[src/hdl/cssel_pkg.sv]
package cssel_pkg;
   // switch bus codes shared by both selectors
   localparam logic [1:0] CSSEL_BUS_PHY_INV = 2'h0;
   localparam logic [1:0] CSSEL_BUS_RCV     = 2'h1;
   localparam logic [1:0] CSSEL_BUS_AREQ    = 2'h2;
   localparam logic [1:0] CSSEL_BUS_BREQ    = 2'h3;
   // configuration byte field positions
   localparam int CSSEL_SEC_SEL_LO_POS = 2;
   localparam int CSSEL_SEC_SEL_HI_POS = 3;
   localparam int CSSEL_TX_SEL_LO_POS  = 4;
   localparam int CSSEL_TX_SEL_HI_POS  = 5;
   localparam int CSSEL_PRI_EN_POS     = 6;
   localparam int CSSEL_SEC_EN_POS     = 7;
   localparam logic [7:0] CSSEL_CFG_RST    = 8'h00;
   // transmit mode code for active transmit
   localparam logic [2:0] CSSEL_TM_ACTIVE  = 3'h0;
   // symbol bus width: parity, control, eight data
   localparam int CSSEL_BUS_W = 10;
   // halt pairs sent before idle in repeat of an invalid bus
   localparam logic [3:0] CSSEL_HALT_PAIRS = 4'h8;
   localparam logic [4:0] CSSEL_SYM_HALT   = 5'h04;
   localparam logic [4:0] CSSEL_SYM_IDLE   = 5'h1f;
endpackage

[src/hdl/cssel_mux4.sv]
`timescale 1ns/10ps
module cssel_mux4
   import cssel_pkg::*;
(
   // select and buses
   input  wire logic [1:0]            sel,
   input  wire logic [CSSEL_BUS_W-1:0] bus_phy_inv,
   input  wire logic [CSSEL_BUS_W-1:0] bus_rcv,
   input  wire logic [CSSEL_BUS_W-1:0] bus_areq,
   input  wire logic [CSSEL_BUS_W-1:0] bus_breq,
   // chosen bus
   output logic      [CSSEL_BUS_W-1:0] bus_out
);
   always_comb begin
      unique case (sel)
         CSSEL_BUS_PHY_INV: bus_out = bus_phy_inv;
         CSSEL_BUS_RCV:     bus_out = bus_rcv;
         CSSEL_BUS_AREQ:    bus_out = bus_areq;
         CSSEL_BUS_BREQ:    bus_out = bus_breq;
      endcase
   end
endmodule

[src/hdl/cssel_switch.sv]
`timescale 1ns/10ps
module cssel_switch
   import cssel_pkg::*;
#(
   parameter bit HAS_SEC_PORT = 1'b1
)
(
   // clock and reset
   input  wire logic                   core_clk,
   input  wire logic                   nrst,
   // configuration write and readback port, transmit mode
   input  wire logic                   cfg_wr,
   input  wire logic [7:0]             cfg_wdata,
   output logic      [7:0]             cfg_rdata,
   input  wire logic [2:0]             tx_mode_field,
   // switch buses {parity, control, data}
   input  wire logic [CSSEL_BUS_W-1:0] bus_phy_inv,
   input  wire logic [CSSEL_BUS_W-1:0] bus_rcv,
   input  wire logic [CSSEL_BUS_W-1:0] bus_areq,
   input  wire logic [CSSEL_BUS_W-1:0] bus_breq,
   // primary indicate port
   output logic                        pri_ind_parity,
   output logic                        pri_ind_control,
   output logic      [7:0]             pri_ind_data,
   output logic                        pri_ind_oe,
   // secondary indicate port
   output logic                        sec_ind_parity,
   output logic                        sec_ind_control,
   output logic      [7:0]             sec_ind_data,
   output logic                        sec_ind_oe,
   // transmitter side
   output logic      [CSSEL_BUS_W-1:0] tx_bus,
   output logic                        tx_repeat_fill,
   output logic      [4:0]             tx_fill_sym
);
   // configuration
   logic [7:0]             cfg;
   logic [7:0]             next_cfg;
   logic [1:0]             sec_sel;
   logic [1:0]             tx_sel;
   // primary indicate port
   logic [CSSEL_BUS_W-1:0] pri_q;
   logic [CSSEL_BUS_W-1:0] next_pri;
   logic                   next_pri_oe;
   // secondary indicate port
   logic [CSSEL_BUS_W-1:0] sec_sel_bus;
   logic [CSSEL_BUS_W-1:0] sec_q;
   logic [CSSEL_BUS_W-1:0] next_sec;
   logic                   next_sec_oe;
   // transmitter input and repeat fill
   logic [CSSEL_BUS_W-1:0] tx_sel_bus;
   logic [CSSEL_BUS_W-1:0] next_tx;
   logic                   fill_cond;
   logic [3:0]             halt_cnt;
   logic [3:0]             next_halt_cnt;
   logic                   next_fill;
   logic [4:0]             next_fill_sym;

   typedef enum logic [1:0] {
      CSSEL_RF_PASS,
      CSSEL_RF_HALT,
      CSSEL_RF_IDLE
   } cssel_rf_t;

   cssel_rf_t              rf_state;
   cssel_rf_t              next_rf_state;

   function automatic logic [1:0] sel_field(
      input logic [7:0] cfg_byte,
      input int         lo_pos,
      input int         hi_pos
   );
      sel_field = {cfg_byte[hi_pos], cfg_byte[lo_pos]};
   endfunction

   always_comb begin
      next_cfg = cfg;
      if (cfg_wr) begin
         next_cfg = cfg_wdata;
      end
   end

   always_ff @(posedge core_clk or negedge nrst) begin
      if (!nrst) begin
         cfg <= CSSEL_CFG_RST;
      end else begin
         cfg <= next_cfg;
      end
   end

   assign sec_sel = sel_field(cfg, CSSEL_SEC_SEL_LO_POS, CSSEL_SEC_SEL_HI_POS);
   assign tx_sel  = sel_field(cfg, CSSEL_TX_SEL_LO_POS, CSSEL_TX_SEL_HI_POS);
   // bits always stored and read back, even with no secondary port
   assign cfg_rdata = cfg;

   cssel_mux4 u_sec_mux (
      .sel         (sec_sel),
      .bus_phy_inv (bus_phy_inv),
      .bus_rcv     (bus_rcv),
      .bus_areq    (bus_areq),
      .bus_breq    (bus_breq),
      .bus_out     (sec_sel_bus)
   );

   cssel_mux4 u_tx_mux (
      .sel         (tx_sel),
      .bus_phy_inv (bus_phy_inv),
      .bus_rcv     (bus_rcv),
      .bus_areq    (bus_areq),
      .bus_breq    (bus_breq),
      .bus_out     (tx_sel_bus)
   );

   // primary source is fixed to the receiver here; its selector is outside this block
   always_comb begin
      next_pri    = bus_rcv;
      next_pri_oe = cfg[CSSEL_PRI_EN_POS];
   end

   always_ff @(posedge core_clk or negedge nrst) begin
      if (!nrst) begin
         pri_q      <= '0;
         pri_ind_oe <= 1'b0;
      end else begin
         pri_q      <= next_pri;
         pri_ind_oe <= next_pri_oe;
      end
   end

   // a missing secondary port keeps its pins quiet, whatever the bits say
   always_comb begin
      next_sec    = HAS_SEC_PORT ? sec_sel_bus : '0;
      next_sec_oe = HAS_SEC_PORT && cfg[CSSEL_SEC_EN_POS];
   end

   always_ff @(posedge core_clk or negedge nrst) begin
      if (!nrst) begin
         sec_q      <= '0;
         sec_ind_oe <= 1'b0;
      end else begin
         sec_q      <= next_sec;
         sec_ind_oe <= next_sec_oe;
      end
   end

   always_comb begin
      next_tx = tx_sel_bus;
   end

   always_ff @(posedge core_clk or negedge nrst) begin
      if (!nrst) begin
         tx_bus <= '0;
      end else begin
         tx_bus <= next_tx;
      end
   end

   // fill only while active transmit repeats the phy-invalid bus
   assign fill_cond = (tx_mode_field == CSSEL_TM_ACTIVE)
                      && (tx_sel == CSSEL_BUS_PHY_INV);

   // one count per halt pair; idle then holds until the condition drops
   always_comb begin
      next_rf_state = rf_state;
      next_halt_cnt = halt_cnt;
      if (!fill_cond) begin
         next_rf_state = CSSEL_RF_PASS;
         next_halt_cnt = '0;
      end else begin
         unique case (rf_state)
            CSSEL_RF_PASS: begin
               next_rf_state = CSSEL_RF_HALT;
               next_halt_cnt = '0;
            end
            CSSEL_RF_HALT: begin
               if (halt_cnt == CSSEL_HALT_PAIRS - 4'h1) begin
                  next_rf_state = CSSEL_RF_IDLE;
               end else begin
                  next_halt_cnt = halt_cnt + 4'h1;
               end
            end
            CSSEL_RF_IDLE: begin
               next_rf_state = CSSEL_RF_IDLE;
            end
            // fourth code is unused; fall back to pass-through
            default: begin
               next_rf_state = CSSEL_RF_PASS;
            end
         endcase
      end
      next_fill     = next_rf_state != CSSEL_RF_PASS;
      next_fill_sym = (next_rf_state == CSSEL_RF_HALT) ? CSSEL_SYM_HALT : CSSEL_SYM_IDLE;
   end

   always_ff @(posedge core_clk or negedge nrst) begin
      if (!nrst) begin
         rf_state       <= CSSEL_RF_PASS;
         halt_cnt       <= '0;
         tx_repeat_fill <= 1'b0;
         tx_fill_sym    <= CSSEL_SYM_IDLE;
      end else begin
         rf_state       <= next_rf_state;
         halt_cnt       <= next_halt_cnt;
         tx_repeat_fill <= next_fill;
         tx_fill_sym    <= next_fill_sym;
      end
   end

   // bit order {parity, control, data[7:0]}
   assign pri_ind_parity  = pri_q[9];
   assign pri_ind_control = pri_q[8];
   assign pri_ind_data    = pri_q[7:0];

   assign sec_ind_parity  = sec_q[9];
   assign sec_ind_control = sec_q[8];
   assign sec_ind_data    = sec_q[7:0];
endmodule

[config.mk]
export PLATFORM = sky130hd
export DESIGN_NAME = cssel_switch
export DESIGN_NICKNAME = d
export VERILOG_FILES = /design/src/hdl/cssel_pkg.sv /design/src/hdl/cssel_mux4.sv /design/src/hdl/cssel_switch.sv
export SDC_FILE = /design/constraint.sdc
export NUM_CORES = 1
export LEC_CHECK = 0
export ABC_AREA = 1
export BUFFER_PORTS_ARGS = -buffer_cell sky130_fd_sc_hd__buf_2
export CORE_ASPECT_RATIO = 1.1
export CORE_MARGIN = 3
export CORE_UTILIZATION = 25
export DETAILED_ROUTE_END_ITERATION = 8
export PLACE_DENSITY = 0.48
export SLEW_MARGIN = 15
export SYNTH_ARGS = -nofsm -noshare
export SYNTH_HDL_FRONTEND = slang
export SYNTH_SLANG_ARGS = --single-unit
[constraint.sdc]
create_clock -name core_clk -period 3.65 [get_ports core_clk]
set_clock_uncertainty 0.05 [all_clocks]
set_input_delay 0.365 -clock core_clk [delete_from_list [all_inputs] [get_ports core_clk]]
set_output_delay 0.365 -clock core_clk [all_outputs]
set_load 0.01 [all_outputs]
After elaboration in Yosys (flattened, before gate mapping)
Cells that the tools add are included.
{ "classes": {"n_addsub": 1, "n_eq_ne": 12, "mux": 9, "n_reduce_logical": 7} }
{ "ops": {"columns": ["cell", "n"], "rows": [
  ["one-hot mux 10 bit (4 select lines)", 2],
  ["equality test 2 bit (second input constant)", 5],
  ["equality test 2 x 1 -> 1 bit (second input constant)", 4],
  ["two-way mux 4 bit", 2],
  ["one-hot mux 4 bit (2 select lines)", 1],
  ["logical NOT 2 bit", 3],
  ["one-hot mux 2 bit (3 select lines)", 1],
  ["two-way mux 5 bit", 1],
  ["adder 4 x 1 -> 4 bit (second input constant)", 1],
  ["equality test 4 x 3 -> 1 bit (second input constant)", 1],
  ["two-way mux 2 bit", 2],
  ["logical NOT 3 bit", 1],
  ["!= test 3 x 1 -> 1 bit (second input constant)", 1],
  ["!= test 3 bit (second input constant)", 1],
  ["AND reduction 2 bit", 1],
  ["nonzero test 2 bit", 1],
  ["logical AND 1 bit", 1]
]} }
{ "word_totals": {"register_bits": 52, "in_bits": 54, "output_inout_bits": 46, "word_cells": 39} }

Longest topological paths before layout
Gate-level depths: netlist (run 1).
{ "depth": {"word_depth": 6, "mapped_depth": 8, "ltp_nobuf": 8} }

Modules after synthesis
From an unflattened synthesis (run 1), not the netlist that was laid out.
{ "hier_totals": {"hier_cells": 219, "hier_area_um2": 2118.3} }
{ "modules_own_cells": {"columns": ["module", "instances", "cells_per_inst", "area_each_um2", "seq_area_each_um2"], "rows": [
  ["cssel_switch", 1, 105, 1540.2, 1202.4],
  ["cssel_mux4", 2, 57, 289.0, 0.0]
]} }

Worst setup path before layout (run 1)
OpenSTA, ideal clock, no wires.
{ "synth_path": {"kind": "reg-to-reg", "startpoint": "register halt_cnt[0]", "endpoint": "register halt_cnt[3]", "setup_ns": 0.065, "t_arrival_ns": 1.068, "required_time_ns": 3.535, "setup_slack_ns": 2.467, "path_stages_with_launch": 9, "path_buffers": 0, "synth_period_minus_slack_ns": 1.183, "path_cell_list": "dfrtp_1 -> ha_1 -> nand2_1 -> inv_1 -> nand2_1 -> nand2_2 -> nor2_4 -> nand2_1 -> nand2_1"} }
{ "synth_between": {"elab_chain_len": 4, "word_cells_on_any_way": 7, "classes_between": "add/sub (1); eq/ne (2); mux (3); reduce/logical (1)"} }
{ "synth_rtl": {"columns": ["element", "line_no", "rtl"], "rows": [
  ["start, declared", "cssel_switch.sv:54", "logic [3:0] halt_cnt;"],
  ["start signal, assigned", "cssel_switch.sv:203", "halt_cnt <= next_halt_cnt;"],
  ["adder 4 x 1 -> 4 bit", "cssel_switch.sv:179", "next_halt_cnt = halt_cnt + 4'h1;"],
  ["two-way mux 4 bit", "cssel_switch.sv:176", "if (halt_cnt == CSSEL_HALT_PAIRS - 4'h1) begin"],
  ["one-hot mux 4 bit (2 select lines)", "cssel_switch.sv:170", "unique case (rf_state)"],
  ["two-way mux 4 bit", "cssel_switch.sv:166", "if (!fill_cond) begin"]
]} }
Parallel ways exist; a longest one is shown, timed or not. The select of a mux whose other input is x is not followed.
A chain may end at the register's enable or synchronous reset.

Worst setup path after layout (run 1)
{ "layout_path": {"startpoint": "register cfg[5] (netlist: cfg_rdata[5])", "endpoint": "register halt_cnt[1]"} }
{ "layout_between": {"elab_chain_len": 4, "word_cells_on_any_way": 6, "classes_between": "eq/ne (2); mux (1); reduce/logical (3)"} }
{ "layout_rtl": {"columns": ["element", "line_no", "rtl"], "rows": [
  ["start, declared", "cssel_switch.sv:37", "logic [7:0] cfg;"],
  ["start signal, assigned", "cssel_switch.sv:87", "cfg <= next_cfg;"],
  ["logical NOT 2 bit (*)", "cssel_switch.sv:160", "&& (tx_sel == CSSEL_BUS_PHY_INV);"],
  ["logical AND 1 bit (*)", "cssel_switch.sv:160", null],
  ["!= test 3 x 1 -> 1 bit (no source line) or != test 3 bit (tied branches)", null, null],
  ["AND reduction 2 bit (no source line)", null, null]
]} }
Mark *: on every way between the ends. The rest lies on a longest branch, timed or not.

==> out/summary.txt, run 1 <==
Outcome = completed
Post-CTS Setup Bufs = 0
Initial DRC Count = 83
Sequential fraction of the synthesis area = 59.1%
CP arrival = 1.61 ns
CTS tree = built
Number of hold buffers added after cts = 0
Setup-failing EPs final = 0
Synth-to-Final Area Change = 33.2%
Netlist cell types = 21
DRC Markers = 0
Layout Nets = 371
Most area-hungry cell type in the Yosys netlist = dfrtp_1
Layout cell share with drive strength beyond 1 = 37.9%
Syn. warnings = 0
Routed Antenna Nets = 0
Maxcap violations = 0
# rows = 33
Worst rel slew slack = 58.7%
Die area = 9250 µm²
Top cells by area, synth = dfrtp_1 (58%), nand2_1 (17%), nand4_1 (4.0%), o2111ai_1 (3.4%), mux2_2 (3.3%)
Final hold vios = 0
Commonest cells in the netlist = nand2_1 (91), dfrtp_1 (47), inv_1 (15)
Highest metal used = met4
Largest net degree at the start of global routing = 49
Final non-filler cell area = 2710 µm²
Worst Setup End Kind = register
Metal-1 WL = 2.61 mm
WL met3 = 431 µm
CP Launch Type = register
GPL Wtd Cong = 0.758
Core area = 7680 µm²
Ys flop type = dfrtp_1
Worst min-delay path category = input pin to async pin
Wire length on met2 = 2.72 mm
Routed WL per cell = 13.8 µm
Critical path required time = 3.84 ns
Least-Margin Pin Slew = 0.620 ns
Root buffer cell = clkbuf_8
Fin. max-slew vios = 0
Period utilisation layout = 39.0%
Clock tree buffer depth = 2
Syn Std Cell Area = 2030 µm²
Post_cts resized = 0
Synthesized area per cell = 9.37 µm²
Placement Cell Area = 2620 µm²
RSZ-0062 raised after global routing = no
Top-count cell post-synth = nand2_1
Routed vias/inst = 4.29
Depth of the CTS H-tree = 2
Worst skew pair latency = 0.29 ns
Die Wd = 92.0 µm
Power Density = 429 nW/µm²
WL final = 5.83 mm
Crit-path max FO = 12
# diodes = 0
Syn Nets = 272
Yosys top cell area share = 57.8%
Vias in the first global route = 1729
Initial core utilization = 26.5%
#FFs+latches synth = 48
Clock-pin slew on the worst setup and hold paths = 0.08 ns
Die height = 101 µm
Detailed-route via count = 1812
Post-synth EDFFs = 0
GRT Residual Overflow = 0
Ports = 100
Initial antenna violation count = 0
Setup TNS = 0 ns
Max Clk Rate = 703 MHz
Ys async rst share = 100%
VDD IR max = 173 µV
Global-route usage over all layers = 13.2%
Final min period = 1.42 ns
DP HPWL = 4.31 mm
Clock sink total = 48
Pleak = 0.00137 µW
Crit path kind = register to register
First-pass GRT wire length = 9.27 mm
Initial DRT Pass Iterations = 4
Post-synthesis cell count = 217
I/O Buffers = 98
Num CTS Buffers = 5
## logic make-up (layout without fill, tap and decap cells)
| logic type | count (synthesis) | after routing | share of synthesized area, % |
|---|---|---|---|
| muxes | 6 | 6 | 3.32 |
| DFF | 48 | 48 | 59.1 |
| other | 1 | 1 | 0.184 |
| AOI/OAI and AO/OA | 14 | 14 | 4.92 |
| and+or+nand+nor | 123 | 123 | 26.5 |
| buffers and inverters | 24 | 124 | 5.29 |
| adders and majority gates | 1 | 1 | 0.615 |
## placed cells by master, fill, tap and decap left out
cell / instances
buf_2: 97
clkbuf_1: 2
inv_2: 1
o21ai_0: 4
nand3_2: 1
nand2_1: 91
nor2_2: 3
dfrtp_1: 47
nand3_1: 5
dfstp_2: 1
buf_4: 1
clkbuf_8: 6
nor2_4: 3
clkinv_1: 2
nand2_2: 1
mux2_2: 6
ha_1: 1
nor2_1: 6
inv_1: 15
nand4_1: 13
a21oi_1: 2
o2111ai_1: 8
conb_1: 1
## state kept, by name (all words and copies together) (netlist names)
register        count
pri_q              10
halt_cnt            4
sec_ind_oe          1
tx_repeat_fill      1
rf_state            2
cfg_rdata           8
tx_bus             10
pri_ind_oe          1
sec_q              10
tx_fill_sym         1
## per-stage QoR
| step | setup WS [ns] | std cells | hold slack [ns] | power (µW) | util [%] |
|---|---|---|---|---|---|
| 4_1_cts | 2.20 | 422 | 0.144 | 1180 | 35.2 |
| 6_report | 2.23 | 422 | 0.0137 | 1160 | 35.3 |
| 2_1_floorplan | 2.47 | 217 | 0.0194 | 723 | - |
| 3_3_place_gp | 2.27 | 414 | 0.326 | 849 | 34.1 |
| 3_5_place_dp | 2.22 | 414 | 0.331 | 851 | 34.1 |
| 5_1_grt | 2.10 | 422 | 0.0722 | 1230 | 35.3 |
## metal layers
metal | vias to the layer above | track usage (%)
met4 | 0 | 4.11
met5 | - | 0
met1 | 829 | 18.0
met2 | 80 | 20.7
met3 | 5 | 3.44
li1 | 898 | -
## worst max-delay path, stage by stage, from the launching register on
cell	delay, ns
dfrtp_1	0.46
nor2_4	0.35
nand3_2	0.18
nor2_4	0.19
nand2_1	0.06
nand2_1	0.06
## power breakdown
group | internal (µW) | switching, µW | leakage, µW
Combinational | 90.7 | 140 | 0.000739
Clock | 155 | 172 | 0.0000455
Sequential | 583 | 20.8 | 0.000584
## final cells by class
class                   count  area [µm²]
clock buffers               8        90.1
inverters                  18        67.6
repair buffers             98         493
fillers                   809        4970
flip-flops and latches     48        1200
well taps                 105         131
multi-input cells         145         723
## path summary, 6_finish.rpt
check                      slack, ns                startpoint  cells after the start                        to
setup / recovery                2.23  cfg_rdata[5]$_DFFE_PN0P_                      5   halt_cnt[1]$_DFFE_PN0P_
hold / removal                  0.01                      nrst                      1  cfg_rdata[7]$_DFFE_PN0P_
setup reg to reg                2.23  cfg_rdata[5]$_DFFE_PN0P_                      5   halt_cnt[1]$_DFFE_PN0P_
hold reg to reg                 0.35  cfg_rdata[7]$_DFFE_PN0P_                      0      sec_ind_oe$_DFF_PN0_
max in group asynchronous       3.10                      nrst                      1       tx_bus[2]$_DFF_PN0_
min in group core_clk           0.15                bus_rcv[0]                      1        pri_q[0]$_DFF_PN0_
No activity file was read; power rests on OpenSTA's default activity.
==> run 2: changes to the inputs <==
Settings changed: ABC_AREA 1 to 0, PLACE_DENSITY 0.48 to 0.5.
Clock period 3.65 ns to 1.2 ns, I/O delays scaled along.
==> run 2 against run 1 <==
The flow now finishes with violations (setup timing). Maximum frequency decreased by 4.6%. Synthesized cell count decreased by 47%. Sequential cell count unchanged. Clock-buffer cell count decreased by 3. Power increased to 3.5 times the previous value. Largest power group unchanged.
==> out/summary.txt, run 2 <==
Die height = 99.1 µm
First-pass GRT wire length = 8.29 mm
Yosys top cell area share = 59.7%
Syn. warnings = 0
Most frequent cells in the layout = buf_2 (97), dfrtp_1 (45), mux4_2 (20), dlygate4sd3_1 (19), buf_4 (16)
Fin. max-slew vios = 0
Switch share = 24.5%
Num CTS Buffers = 5
I/O Buffers = 98
Routed vias/inst = 4.20
Post-synth EDFFs = 0
Post-synthesis cell count = 115
Pleak = 0.00145 µW
Clock tree buffer depth = 2
Worst hold-check slack = 0.0236 ns
Worst Setup Slack post-DPL = -0.265 ns
#FFs+latches synth = 48
Worst skew pair latency = 0.30 ns
# rows = 33
CP max-delay cell = or4b_1
Ports = 100
Syn Std Cell Area = 1970 µm²
XOR/XNOR Fraction of Synth Area = 0%
Maxcap violations = 0
Post-route total power = 4090 µW
Setup TNS = -1.69 ns
Synth-to-Final Area Change = 60.6%
R2R setup slack = -0.29 ns
Clock share of power = 34.9%
Worst setup path start = halt_cnt[1]$_DFFE_PN0P_
Clock sink total = 48
Top cells by area, synth = dfrtp_1 (60%), mux4_2 (23%), mux2_2 (4.6%), buf_4 (1.5%), dfstp_2 (1.3%)
Initial core utilization = 26.1%
Outcome = complete, but fails checks
Commonest non-fill, non-tap cell in the layout = buf_2
CP Launch Type = register
Global-route usage over all layers = 12.0%
Period utilisation layout = 124%
Largest registers = pri_q: 10 flops, sec_q: 10 flops, tx_bus: 10 flops
Syn Nets = 170
Worst Path Buf+Inv = 0
Compound-Gate Fraction of Synth Area = 2.92%
Initial antenna violation count = 0
GRT Residual Overflow = 0
Final-layout fill cell count = 726
Die area = 8980 µm²
Hold Path Sink = tx_fill_sym[3]$_DFF_PN1_
WL final = 5.18 mm
Vias in the first global route = 1623
Hold path start = tx_mode_field[1]
DRC Markers = 0
Detailed-route via count = 1504
Layout cell share with drive strength beyond 1 = 68.8%
Failing checks = setup timing
Sequential fraction of the synthesis area = 61.0%
RSZ-0062 raised after global routing = yes
Worst Setup End Kind = register
Ys async rst share = 100%
Core Util, Final = 41.9%
Internal power consumption = 3090 µW
Core area = 7560 µm²
WHS Path Cells = 3
Post-synthesis adder-cell area fraction = 0.635%
Final min period = 1.49 ns
Net Switching = 1000 µW
Depth of the CTS H-tree = 2
Final hold vios = 0
R2R depth = 4
Setup WS post-layout = -0.290 ns
R2R Path End = halt_cnt[0]$_DFFE_PN0P_
Crit path cell chain = ha_2 -> and4b_4 -> or4b_1 -> a21oi_1
CP arrival = 1.67 ns
Routed WL per cell = 14.5 µm
Worst min-delay path category = input pin to register
Max Clk Rate = 671 MHz
# diodes = 0
Post-Synth Simple-Gate Area = 4.83%
Combinational Power Share = 20.2%
Commonest cells in the netlist = dfrtp_1 (47), mux4_2 (20), mux2_2 (8)
Setup-failing EPs final = 19
Max incr delay on CP = 0.47 ns
Clock-pin slew on the worst setup and hold paths = 0.09 ns
DP HPWL = 3.89 mm
Routed Antenna Nets = 0
Ys flop type = dfrtp_1
Netlist cell types = 24
Root buffer cell = clkbuf_8
Synthesized area per cell = 17.1 µm²
Power Density = 1290 nW/µm²
GPL Wtd Cong = 0.811
Critical path required time = 1.38 ns
Most area-hungry cell type in the Yosys netlist = dfrtp_1
Seq pwr share = 44.8%
Initial DRT Pass Iterations = 4
CP delay by family, top = simple AND/OR/NAND/NOR gates
Crit path kind = register to register
Layout Nets = 307
Mux cell area share after synthesis = 27.4%
Initial DRC Count = 23
Crit-path max FO = 2
Top-count cell post-synth = dfrtp_1
Largest family of logic cells by synthesized area = multiplexers
VDD IR max = 592 µV
Die Wd = 90.7 µm
CTS tree = built
Largest net degree at the start of global routing = 24
R2r startpoint = halt_cnt[1]$_DFFE_PN0P_
## run 2: worst max-delay path by stage
stage / end / depth (start not counted)
global route: halt_cnt[0]$_DFFE_PN0P_ / 4
floorplan: halt_cnt[0]$_DFFE_PN0P_ / 4
global placement: halt_cnt[0]$_DFFE_PN0P_ / 4
CTS: halt_cnt[0]$_DFFE_PN0P_ / 4
finish: halt_cnt[0]$_DFFE_PN0P_ / 4
detailed placement: halt_cnt[0]$_DFFE_PN0P_ / 4
## run 2: logic make-up after synthesis
kind of cell | count (synthesis)
flip-flops | 48
multiplexers | 28
AND/OR/NAND/NOR | 16
buffers and inverters | 11
AO/OA/AOI/OAI | 10
adder cells (fa/ha/maj) | 1
other | 1
## run 2: final cells by class
type	count	area (µm²)	area share, %
sequential	48	1210	38.2
timing repair buffer	140	912	28.8
clock inverter	3	68.8	2.17
tap	105	131	4.15
multi-input combinational	56	772	24.4
clock buffer	5	68.8	2.17
inverter	1	3.75	0.119
## run 2: per-layer routing
metal / global-route usage (%) / part of all wire [%]
met5: 0 / 0
met4: 5.30 / 1.8
met3: 2.12 / 4.9
met2: 20.4 / 52
met1: 14.9 / 41
## run 2: power by group through the flow
stage | logic (µW) | clock network (µW) | registers (µW)
global placement | 731 | 0 | 1880
floorplan | 286 | 0 | 1950
global route | 891 | 1510 | 1860
finish | 827 | 1430 | 1830
CTS | 841 | 1470 | 1830
detailed placement | 736 | 0 | 1880
## run 2: repair_timing
item | in CTS | in global routing
hold buffers | 19 | 0
pin swaps | 2 | 5
gates resized for setup | 14 | 6
buffers inserted | 5 | 1
hold endpoints to repair | 66 | 0
endpoints found under the setup margin | 26 | 28
## run 2: through the flow
step	area (µm²)	cells
floorplan	2000	115
detailed placement	2720	326
global route	3160	358
CTS	3150	358
global placement	2720	326
finish	3160	358
## run 2: worst min-delay path: cells and delay by family
family / cells / cell delay, ns
buffers and inverters: 1 / 0.10
and+or+nand+nor: 2 / 0.11
